**config.mk**
```make
export PLATFORM = sky130hd
export DESIGN_NAME = spwf_top
export DESIGN_NICKNAME = d
export VERILOG_FILES = /design/src/spwf_pkg.sv /design/src/spwf_fmt_if.sv /design/src/spwf_align.sv /design/src/spwf_top.sv
export VERILOG_INCLUDE_DIRS = /design/src
export SDC_FILE = /design/constraint.sdc
export NUM_CORES = 1
export LEC_CHECK = 0
export ABC_AREA = 1
export BUFFER_PORTS_ARGS = -buffer_cell sky130_fd_sc_hd__clkbuf_2
export CAP_MARGIN = 30
export CORE_ASPECT_RATIO = 0.7
export CORE_MARGIN = 10
export CORE_UTILIZATION = 30
export CTS_BUF_LIST = sky130_fd_sc_hd__clkbuf_2 sky130_fd_sc_hd__clkbuf_4 sky130_fd_sc_hd__clkbuf_8
export DETAILED_ROUTE_END_ITERATION = 10
export GPL_TIMING_DRIVEN = 1
export PLACE_DENSITY = 0.52
export SYNTH_ARGS = -nofsm -noshare
export SYNTH_HDL_FRONTEND = slang
export SYNTH_SLANG_ARGS = --single-unit
```
**constraint.sdc**
```tcl
create_clock -name pclk -period 7.8 [get_ports pclk]
set_clock_uncertainty 0.15 [all_clocks]
set_input_delay 2.34 -clock pclk [delete_from_list [all_inputs] [get_ports pclk]]
set_output_delay 2.34 -clock pclk [all_outputs]
set_load 0.01 [all_outputs]
```
**src/spwf_params.svh**
```systemverilog
`ifndef SPWF_PARAMS_SVH
`define SPWF_PARAMS_SVH
// ----------------------------------------------------------------
// Register byte offsets
// ----------------------------------------------------------------
`define SPWF_OFF_CTRL 12'h000
`define SPWF_OFF_SAFE 12'h004
`define SPWF_OFF_CMD 12'h008
`define SPWF_OFF_TARGET 12'h00c
`define SPWF_OFF_ACTUAL 12'h010
`define SPWF_OFF_STATUS 12'h014
`define SPWF_OFF_CURRENT 12'h018
`define SPWF_OFF_OTP 12'h01c
// ----------------------------------------------------------------
// Control register fields
// ----------------------------------------------------------------
`define SPWF_CTRL_MODE_LSB 0
`define SPWF_CTRL_SHAFT 2
`define SPWF_CTRL_FALLBACK 3
`define SPWF_CTRL_SLEEP 4
// ----------------------------------------------------------------
// Command register codes (written with the position word in bits 31:16)
// ----------------------------------------------------------------
`define SPWF_CMD_MOVE 4'h1
`define SPWF_CMD_SHORT 4'h2
`define SPWF_CMD_GO_SAFE 4'h3
`define SPWF_CMD_REFERENCE 4'h4
`define SPWF_CMD_LOST_LINK 4'h5
`define SPWF_CMD_STOP 4'h6
// ----------------------------------------------------------------
// Reset values and codes
// ----------------------------------------------------------------
`define SPWF_SAFE_DISABLED 11'h400
`define SPWF_CTRL_RESET 5'h00
`define SPWF_CURRENT_RESET 16'h0000
`define SPWF_STEP_TIME_NS 1000
`define SPWF_CLK_NS 50
`define SPWF_STEP_CYCLES ((`SPWF_STEP_TIME_NS + `SPWF_CLK_NS - 1) / `SPWF_CLK_NS)
`endif

```
**src/spwf_pkg.sv**
```systemverilog
package spwf_pkg;
  // Stepping mode selector
  typedef enum logic [1:0] {
    SPWF_HALF = 2'h0,
    SPWF_QUARTER = 2'h1,
    SPWF_EIGHTH = 2'h2,
    SPWF_SIXTEENTH = 2'h3
  } spwf_mode_t;
  // Motion state
  typedef enum logic [1:0] {
    SPWF_IDLE,
    SPWF_RUN
  } spwf_state_t;
endpackage : spwf_pkg

```
**src/spwf_fmt_if.sv**
```systemverilog
// Carries raw words to the formatter and aligned words back
interface spwf_fmt_if;
  logic [1:0] mode;
  logic [15:0] move_raw;
  logic [15:0] short_raw;
  logic [10:0] safe_raw;
  logic [15:0] move_word;
  logic [15:0] short_word;
  logic [15:0] safe_word;
  logic move_in_range;
  modport ctrl (output mode, output move_raw, output short_raw, output safe_raw,
    input move_word, input short_word, input safe_word, input move_in_range);
  modport fmt (input mode, input move_raw, input short_raw, input safe_raw,
    output move_word, output short_word, output safe_word, output move_in_range);
endinterface : spwf_fmt_if

```
**src/spwf_align.sv**
```systemverilog
module spwf_align (
  // Formatter side
  spwf_fmt_if.fmt f
);
  // ----------------------------------------------------------------
  // Word alignment
  // ----------------------------------------------------------------
  wire [1:0] shift_amt;
  wire [15:0] shifted;
  wire [15:0] sign_lim;
  wire [15:0] lim_hi;

  // Half shifts by 3, sixteenth by 0
  assign shift_amt = 2'h3 - f.mode;
  // Sign kept in bit 15, zeros enter below
  assign shifted = {f.move_raw[15], 15'(f.move_raw[14:0] << shift_amt)};
  assign f.move_word = shifted;
  // Bits above the mode's width must be sign copies, else the move is rejected
  assign lim_hi = 16'hffff << (5'd12 + {3'h0, f.mode});
  assign sign_lim = f.move_raw[15] ? lim_hi : 16'h0000;
  assign f.move_in_range = ((f.move_raw & lim_hi) == sign_lim);
  // Short format: sign in 15..13, value 12..3
  assign f.short_word = {{3{f.short_raw[10]}}, f.short_raw[9:0], 3'h0};
  // Safe target: sign 15, value 14..5, one code equals two full steps
  assign f.safe_word = {f.safe_raw[10], f.safe_raw[9:0], 5'h00};
endmodule : spwf_align

```
**src/spwf_top.sv**
```systemverilog
`include "spwf_params.svh"
module spwf_top (
  // APB
  input wire logic pclk,
  input wire logic presetn,
  input wire logic psel,
  input wire logic penable,
  input wire logic pwrite,
  input wire logic [11:0] paddr,
  input wire logic [31:0] pwdata,
  output logic [31:0] prdata,
  output logic pready,
  output logic pslverr,
  // One-time memory image, valid from reset
  input wire logic [10:0] otp_safe,
  input wire logic otp_shaft,
  // Motor feedback
  input wire logic bemf_low,
  // Motor drive
  output logic step_pulse,
  output logic step_dir,
  output logic coil_x_plus,
  output logic coil_x_minus,
  output logic [3:0] prescale_x,
  output logic [3:0] prescale_y,
  output logic [3:0] ratio_x,
  output logic [3:0] ratio_y
);
  // ----------------------------------------------------------------
  // Registers
  // ----------------------------------------------------------------
  logic [4:0] ctrl_r;
  logic [10:0] safe_target_r;
  logic [15:0] current_r;
  logic [15:0] target_r;
  logic [15:0] actual_r;
  logic boot_r;
  logic stall_r;
  logic bad_target_r;
  logic [5:0] step_cnt_r;
  spwf_pkg::spwf_state_t state_r;
  logic [31:0] prdata_r;

  spwf_fmt_if fi ();
  spwf_align u_align (
    .f(fi)
  );

  // ----------------------------------------------------------------
  // Bus decode
  // ----------------------------------------------------------------
  wire wr_en;
  wire rd_en;
  wire hit;
  wire cmd_wr;
  wire [3:0] cmd_code;
  wire [15:0] cmd_data;
  wire safe_disabled;
  wire [15:0] move_dist;
  wire at_target;
  wire new_target;
  wire [15:0] new_target_word;
  wire go_safe_ok;
  wire ref_ok;
  wire lost_ok;

  assign wr_en = psel & penable & pwrite;
  assign rd_en = psel & penable & ~pwrite;
  assign hit = (paddr == `SPWF_OFF_CTRL) | (paddr == `SPWF_OFF_SAFE) |
    (paddr == `SPWF_OFF_CMD) | (paddr == `SPWF_OFF_TARGET) |
    (paddr == `SPWF_OFF_ACTUAL) | (paddr == `SPWF_OFF_STATUS) |
    (paddr == `SPWF_OFF_CURRENT) | (paddr == `SPWF_OFF_OTP);
  // Zero wait states; unmapped addresses answer with an error
  assign pready = 1'b1;
  assign pslverr = psel & penable & ~hit;
  assign prdata = prdata_r;
  assign cmd_wr = wr_en & (paddr == `SPWF_OFF_CMD);
  assign cmd_code = pwdata[3:0];
  assign cmd_data = pwdata[31:16];

  // ----------------------------------------------------------------
  // Formatter hookup
  // ----------------------------------------------------------------
  assign fi.mode = ctrl_r[`SPWF_CTRL_MODE_LSB +: 2];
  assign fi.move_raw = cmd_data;
  assign fi.short_raw = cmd_data[10:0];
  assign fi.safe_raw = safe_target_r;

  // Most negative code disables the safe target for fallback/reference
  assign safe_disabled = (safe_target_r == `SPWF_SAFE_DISABLED);
  assign go_safe_ok = (cmd_code == `SPWF_CMD_GO_SAFE);
  assign ref_ok = (cmd_code == `SPWF_CMD_REFERENCE) & ~safe_disabled;
  assign lost_ok = (cmd_code == `SPWF_CMD_LOST_LINK) & ctrl_r[`SPWF_CTRL_FALLBACK] &
    ~safe_disabled;
  // Latest accepted target always replaces the previous one
  assign new_target = cmd_wr & (((cmd_code == `SPWF_CMD_MOVE) & fi.move_in_range) |
    (cmd_code == `SPWF_CMD_SHORT) | go_safe_ok | ref_ok | lost_ok);
  assign new_target_word = (cmd_code == `SPWF_CMD_MOVE) ? fi.move_word :
    (cmd_code == `SPWF_CMD_SHORT) ? fi.short_word : fi.safe_word;

  // Signed difference; wrap gives shortest way round the circle
  assign move_dist = target_r - actual_r;
  assign at_target = (move_dist == 16'h0000);

  // ----------------------------------------------------------------
  // Configuration and one-time memory copy
  // ----------------------------------------------------------------
  // Boot copy happens one clock after reset release so no port reaches async reset
  always_ff @(posedge pclk or negedge presetn) begin
    if (!presetn) begin
      boot_r <= 1'b1;
      ctrl_r <= `SPWF_CTRL_RESET;
      safe_target_r <= `SPWF_SAFE_DISABLED;
      current_r <= `SPWF_CURRENT_RESET;
    end else if (boot_r) begin
      boot_r <= 1'b0;
      safe_target_r <= {otp_safe[10:2], 2'h0};
      ctrl_r[`SPWF_CTRL_FALLBACK] <= otp_safe[1];
      ctrl_r[`SPWF_CTRL_SLEEP] <= otp_safe[0];
      ctrl_r[`SPWF_CTRL_SHAFT] <= otp_shaft;
    end else if (wr_en) begin
      if (paddr == `SPWF_OFF_CTRL) begin
        ctrl_r <= pwdata[4:0];
      end
      if (paddr == `SPWF_OFF_SAFE) begin
        safe_target_r <= pwdata[10:0];
      end
      if (paddr == `SPWF_OFF_CURRENT) begin
        current_r <= pwdata[15:0];
      end
    end
  end

  // ----------------------------------------------------------------
  // Target and motion
  // ----------------------------------------------------------------
  // Step generator: one step every SPWF_STEP_CYCLES toward the target
  always_ff @(posedge pclk or negedge presetn) begin
    if (!presetn) begin
      target_r <= 16'h0000;
      bad_target_r <= 1'b0;
    end else if (cmd_wr) begin
      if (new_target) begin
        target_r <= new_target_word;
      end
      bad_target_r <= (cmd_code == `SPWF_CMD_MOVE) & ~fi.move_in_range;
    end else if (state_r == spwf_pkg::SPWF_RUN && bemf_low) begin
      target_r <= actual_r;
    end
  end

  always_ff @(posedge pclk or negedge presetn) begin
    if (!presetn) begin
      state_r <= spwf_pkg::SPWF_IDLE;
      actual_r <= 16'h0000;
      step_cnt_r <= 6'h00;
      step_pulse <= 1'b0;
      step_dir <= 1'b0;
      stall_r <= 1'b0;
    end else begin
      step_pulse <= 1'b0;
      unique case (state_r)
        spwf_pkg::SPWF_IDLE: begin
          step_cnt_r <= 6'h00;
          if (!at_target && !cmd_wr) begin
            state_r <= spwf_pkg::SPWF_RUN;
            stall_r <= 1'b0;
          end
        end
        spwf_pkg::SPWF_RUN: begin
          if (bemf_low) begin
            state_r <= spwf_pkg::SPWF_IDLE;
            stall_r <= 1'b1;
          end else if (at_target) begin
            state_r <= spwf_pkg::SPWF_IDLE;
          end else if (step_cnt_r == 6'(`SPWF_STEP_CYCLES - 1)) begin
            step_cnt_r <= 6'h00;
            step_pulse <= 1'b1;
            step_dir <= move_dist[15];
            actual_r <= move_dist[15] ? actual_r - 16'h0001 : actual_r + 16'h0001;
          end else begin
            step_cnt_r <= step_cnt_r + 6'h01;
          end
        end
      endcase
    end
  end

  // ----------------------------------------------------------------
  // Coil polarity and current settings
  // ----------------------------------------------------------------
  // Shaft swaps which X pin is positive; high marks the pin driven as positive
  assign coil_x_plus = ~ctrl_r[`SPWF_CTRL_SHAFT];
  assign coil_x_minus = ctrl_r[`SPWF_CTRL_SHAFT];
  assign prescale_x = current_r[3:0];
  assign prescale_y = current_r[7:4];
  assign ratio_x = current_r[11:8];
  assign ratio_y = current_r[15:12];

  // ----------------------------------------------------------------
  // Read data
  // ----------------------------------------------------------------
  always_ff @(posedge pclk or negedge presetn) begin
    if (!presetn) begin
      prdata_r <= 32'h0000_0000;
    end else if (psel & ~penable & ~pwrite) begin
      unique case (paddr)
        `SPWF_OFF_CTRL: prdata_r <= {27'h0, ctrl_r};
        `SPWF_OFF_SAFE: prdata_r <= {21'h0, safe_target_r};
        `SPWF_OFF_TARGET: prdata_r <= {16'h0, target_r};
        `SPWF_OFF_ACTUAL: prdata_r <= {16'h0, actual_r};
        `SPWF_OFF_STATUS: prdata_r <= {28'h0, bad_target_r, safe_disabled, stall_r,
          state_r == spwf_pkg::SPWF_RUN};
        `SPWF_OFF_CURRENT: prdata_r <= {16'h0, current_r};
        default: prdata_r <= 32'h0000_0000;
      endcase
    end
  end
endmodule : spwf_top

```
After elaboration in Yosys (flattened, before gate mapping)
Cells that the tools add are included.
{ "word_totals": {"ff_bits": 109, "latchBits": 0, "ram_bits": 0, "rom_bits": 0, "input_bits": 62, "out_inout_bits": 54, "elab_cells": 126, "n_memories": 0} }
{ "classes": {"n_addsub": 6, "multipliers": 0, "n_div": 0, "order_cmp": 0, "eq_ne": 22, "shifts": 2, "mux": 29, "bitwise": 33, "n_reduce_logical": 20} }
{ "op_table": {"columns": ["operator", "n"], "rows": [
  ["16-bit two-way mux", 7],
  ["16-bit one-hot mux with 6 select lines", 1],
  ["12-bit by 5-bit == test with 1-bit output, second input constant", 4],
  ["11-bit two-way mux", 3],
  ["12-bit by 4-bit == test with 1-bit output, second input constant", 2],
  ["6-bit two-way mux", 3],
  ["16-bit by 1-bit adder with 16-bit output, second input constant", 1],
  ["16-bit bitwise AND", 1],
  ["16-bit == test", 1],
  ["16-bit logical NOT", 1],
  ["16-bit by 5-bit << shifter with 16-bit output, first input constant", 1],
  ["16-bit by 1-bit subtractor with 16-bit output, second input constant", 1],
  ["16-bit subtractor", 1],
  ["15-bit by 2-bit << shifter with 15-bit output", 1],
  ["1-bit bitwise AND", 12],
  ["12-bit by 3-bit == test with 1-bit output, second input constant", 1],
  ["12-bit logical NOT", 1],
  ["6-bit one-hot mux with 2 select lines", 1],
  ["2-bit AND reduction", 6],
  ["11-bit == test, second input constant", 1],
  ["1-bit bitwise OR", 11],
  ["5-bit two-way mux", 2],
  ["1-bit NOT", 9],
  ["4-bit by 2-bit == test with 1-bit output, second input constant", 2],
  ["other kinds (21)", 38]
]} }

Logic depth before layout (Yosys ltp)
{ "depth": {"ltp_word": 12, "depth_mapped": 23, "mapped_depth_nobuf": 23} }

Cells and area by module
From an unflattened synthesis, not the netlist that was laid out.
{ "hier_totals": {"hier_cells": 1041, "hier_area_um2": 7272.0} }
{ "by_module_without_submodules": {"columns": ["module", "n_inst", "cells_per_inst", "area_per_inst_um2", "seq_area_each_um2"], "rows": [
  ["spwf_top", 1, 918, 6633.9, 2304.7],
  ["spwf_align", 1, 123, 638.1, 0.0]
]} }

Least setup slack after synthesis
No wires, ideal clock.
{ "synth_path": {"path_type": "in2out", "from": "input paddr[11]", "to": "output pslverr", "arrival_time_ns": 3.233, "required_ns": 5.310, "slack_ns": 2.077, "cell_stages": 8, "path_buffers": 0, "path_cell_list": "nor2_1 nand2_1 nor2_1 inv_1 nor2_1 inv_1 nand4_1 a211oi_1"} }
{ "synth_between": {"elab_chain_cells": 10, "word_cells_on_any_way": 17, "cone_classes": "eq/ne: 7; bitwise: 9; reduce/logical: 1"} }
{ "synth_rtl": {"columns": ["element", "line_no", "rtl"], "rows": [
  ["start, declared", "spwf_top.sv:9", "input wire logic [11:0] paddr,"],
  ["12-bit by 3-bit == test with 1-bit output or 12-bit logical NOT (tied branches)", null, null],
  ["1-bit bitwise OR (6 in series)", "spwf_top.sv:69", "assign hit = (paddr == `SPWF_OFF_CTRL) | (paddr == `SPWF_OFF_SAFE) |"],
  ["1-bit bitwise OR (*)", "spwf_top.sv:69", null],
  ["1-bit NOT (*)", "spwf_top.sv:75", "assign pslverr = psel & penable & ~hit;"],
  ["1-bit bitwise AND (*)", "spwf_top.sv:75", null],
  ["end, declared", "spwf_top.sv:13", "output logic pslverr,"]
]} }
Mark *: on every way between the ends. The rest lies on a longest branch, timed or not.

Worst setup path in the final report
Same ends and word-level chain as after synthesis.

==> run metrics <==
outcome finished clean; number of global-route vias before repair 5987; hold buffer count at CTS 0; Synth area leaders dfrtp_1 (34%), nand2_1 (13%), inv_1 (6.9%); DP Wirelength 18200 um; all-layer global routing usage 15.2%; Max-Cap Viols 0; data required time of the worst path 5.31 ns; die width 199 um; largest area contributor in the netlist dfrtp_1; ANT nets after route 0; Reg clk slew, reported paths 0.09 ns; die height 145 um; first-pass GRT wire length 34800 um; register area share after synthesis 34.3%; root buf cell clkbuf_8; antenna violations before repair 0; final setup margin 1.67 ns; R2R depth 10; Worst-Skew Late Latency 0.39 ns; Hold Path Class reg2reg; critical path type in2out; clock tree buffer depth 2; placement-stage worst setup slack 1.70 ns; max-slew violations 0; 1st-iter DRT viols 521; DRT Pass-1 Iters 5; met3 wire length 2020 um; routed vias 6624; top cell type's share of synthesized area 33.5%; WL met1 11700 um; Core Util, Final 34.9%; DRC 0; global route total overflow 0; reg2reg start ctrl_r[1]; worst setup path start paddr[11]; highest routed layer met4; Resize count post-CTS 0; antenna cells 0; routability cong. 0.894; cell count after synthesis 943; largest net degree at the start of global routing 65; Final #Nets 1125; Yosys Warn Count 0; Period minus WS final 6.13 ns; Mean Syn Cell Area 7.12 um2; Design Power 1620 uW; Fin. Hold Viols 0; Worst Tran Pin Value 0.840 ns; final worst-path cycle share 78.6%; post-synthesis sequential element count 92; Layout area overhead 13.5%; Design Area, Final 7620 um2; setup TNS 0 ns; post-synthesis cell area 6710 um2; routed vias/inst 5.02; slew margin rel. 44.0%; CP Capture Type primary output; row cnt 45; WL per Instance 17.1 um; core area 21800 um2; Startpoint Class input port; synth cell count leaders nand2_1 (229), inv_1 (123), dfrtp_1 (90); port buffer count 98; Num Clock Sinks 92; Synth Flop Type dfrtp_1; ratio of cells with drive above 1 in the final layout 15.1%; crit-path max FO 15; Achievable Freq 163 MHz; Max rail drop VDD 86.5 uV; pwr dens 212 nW/um2; CTS tree done; WL final 22500 um; synth unique cells 51; count leader, synth nand2_1; I/O pin cnt 116; setup bufs post-CTS 0; Met2 Wirelength 8420 um; Worst Path Arrival 3.64 ns; number of flops mapped to enable cells by yosys 0; Area after DPL 7440 um2; # setup viols final 0; Hold Path Depth 2; Inserted Clock Buffers 9; Static Leak 0.00378 uW; RSZ-0062 raised after global routing false; Async SR Flop Fraction 100%; Min-Delay Startpoint prdata[11]; initial core utilization 30.7%; full die area 28900 um2; CTS H-tree depth 3
==> cells in the final DEF (no fill, tap or decap), drive strengths merged, types with 5 or more instances in the layout <==
master,instances
nand4,9
clkinv,5
conb,18
mux2i,5
nor3,21
ha,29
nand3,64
o211ai,9
dfrtp,90
o22ai,18
mux2,7
o21ai,88
a21oi,54
inv,129
nand3b,6
xor2,12
buf,7
clkbuf,107
a31oi,8
nor2,63
nand2,239
a221oi,9
xnor2,7
==> cell families (layout without fill, tap and decap cells) <==
logic type | count (synthesis) | after routing | share of synthesized area [%]
AO/OA/AOI/OAI | 205 | 205 | 17.9
other | 2 | 18 | 0.112
multiplexers | 12 | 12 | 1.92
flip-flops | 92 | 92 | 34.3
AND/OR/NAND/NOR | 412 | 412 | 26.8
adder cells (fa/ha/maj) | 30 | 30 | 5.70
XOR/XNOR | 19 | 19 | 2.48
buffers and inverters | 171 | 250 | 10.7
==> metrics by stage <==
step | instances | hold WS (ns)
floorplan | 959 | 0.292
global placement | 1304 | 0.319
detailed placement | 1304 | 0.329
CTS | 1320 | 0.353
global route | 1320 | 0.373
finish | 1320 | 0.344
==> where the power goes <==
group	switching (uW)	internal, uW	total, uW
Combinational	510	262	771
Clock	184	122	306
Sequential	32.0	507	539
Total	726	891	1620
==> final timing paths <==
check                      slack [ns]        endpoint
max                              1.67         pslverr
min                              0.34      prdata[11]
max reg2reg                      4.08     target_r[5]
min reg2reg                      0.34      prdata[11]
max in group asynchronous        4.58  fi.safe_raw[0]
min in group asynchronous        1.72   current_r[15]
==> critical path, cell delays in order <==
cell,delay [ns]
clkbuf_2,0.08
nor2_1,0.03
nand2_1,0.12
nor2_1,0.08
inv_1,0.11
nor2_1,0.05
buf_4,0.19
inv_1,0.11
nand4_1,0.12
a211oi_1,0.22
clkbuf_2,0.18
==> sequential cells by signal, indices dropped and copies added (netlist names) <==
register / cells
step_cnt_r: 6
state_r: 1
actual_r: 16
step_dir: 1
prdata: 16
target_r: 16
ctrl_r: 5
current_r: 16
boot_r: 1
fi.safe_raw: 11
bad_target_r: 1
step_pulse: 1
stall_r: 1
==> area by class of cell <==
cell class                      instances  area (um2)
Clock inverter                          6        50.0
Fill cell                            2376       14200
Sequential cell                        92        2300
Clock buffer                           10         131
Tap cell                              282         353
Inverter                              130         488
Multi-Input combinational cell        696        3750
Timing Repair Buffer                  104         538
==> routing by layer <==
layer  global-route usage (%)  vias to the layer above
li1                         -                     3302
met1                     24.4                     3081
met2                     18.9                      218
met3                     4.08                       23
met4                     3.61                        0
met5                        0                        -
Note: power is estimated with default switching activity, not from simulation.
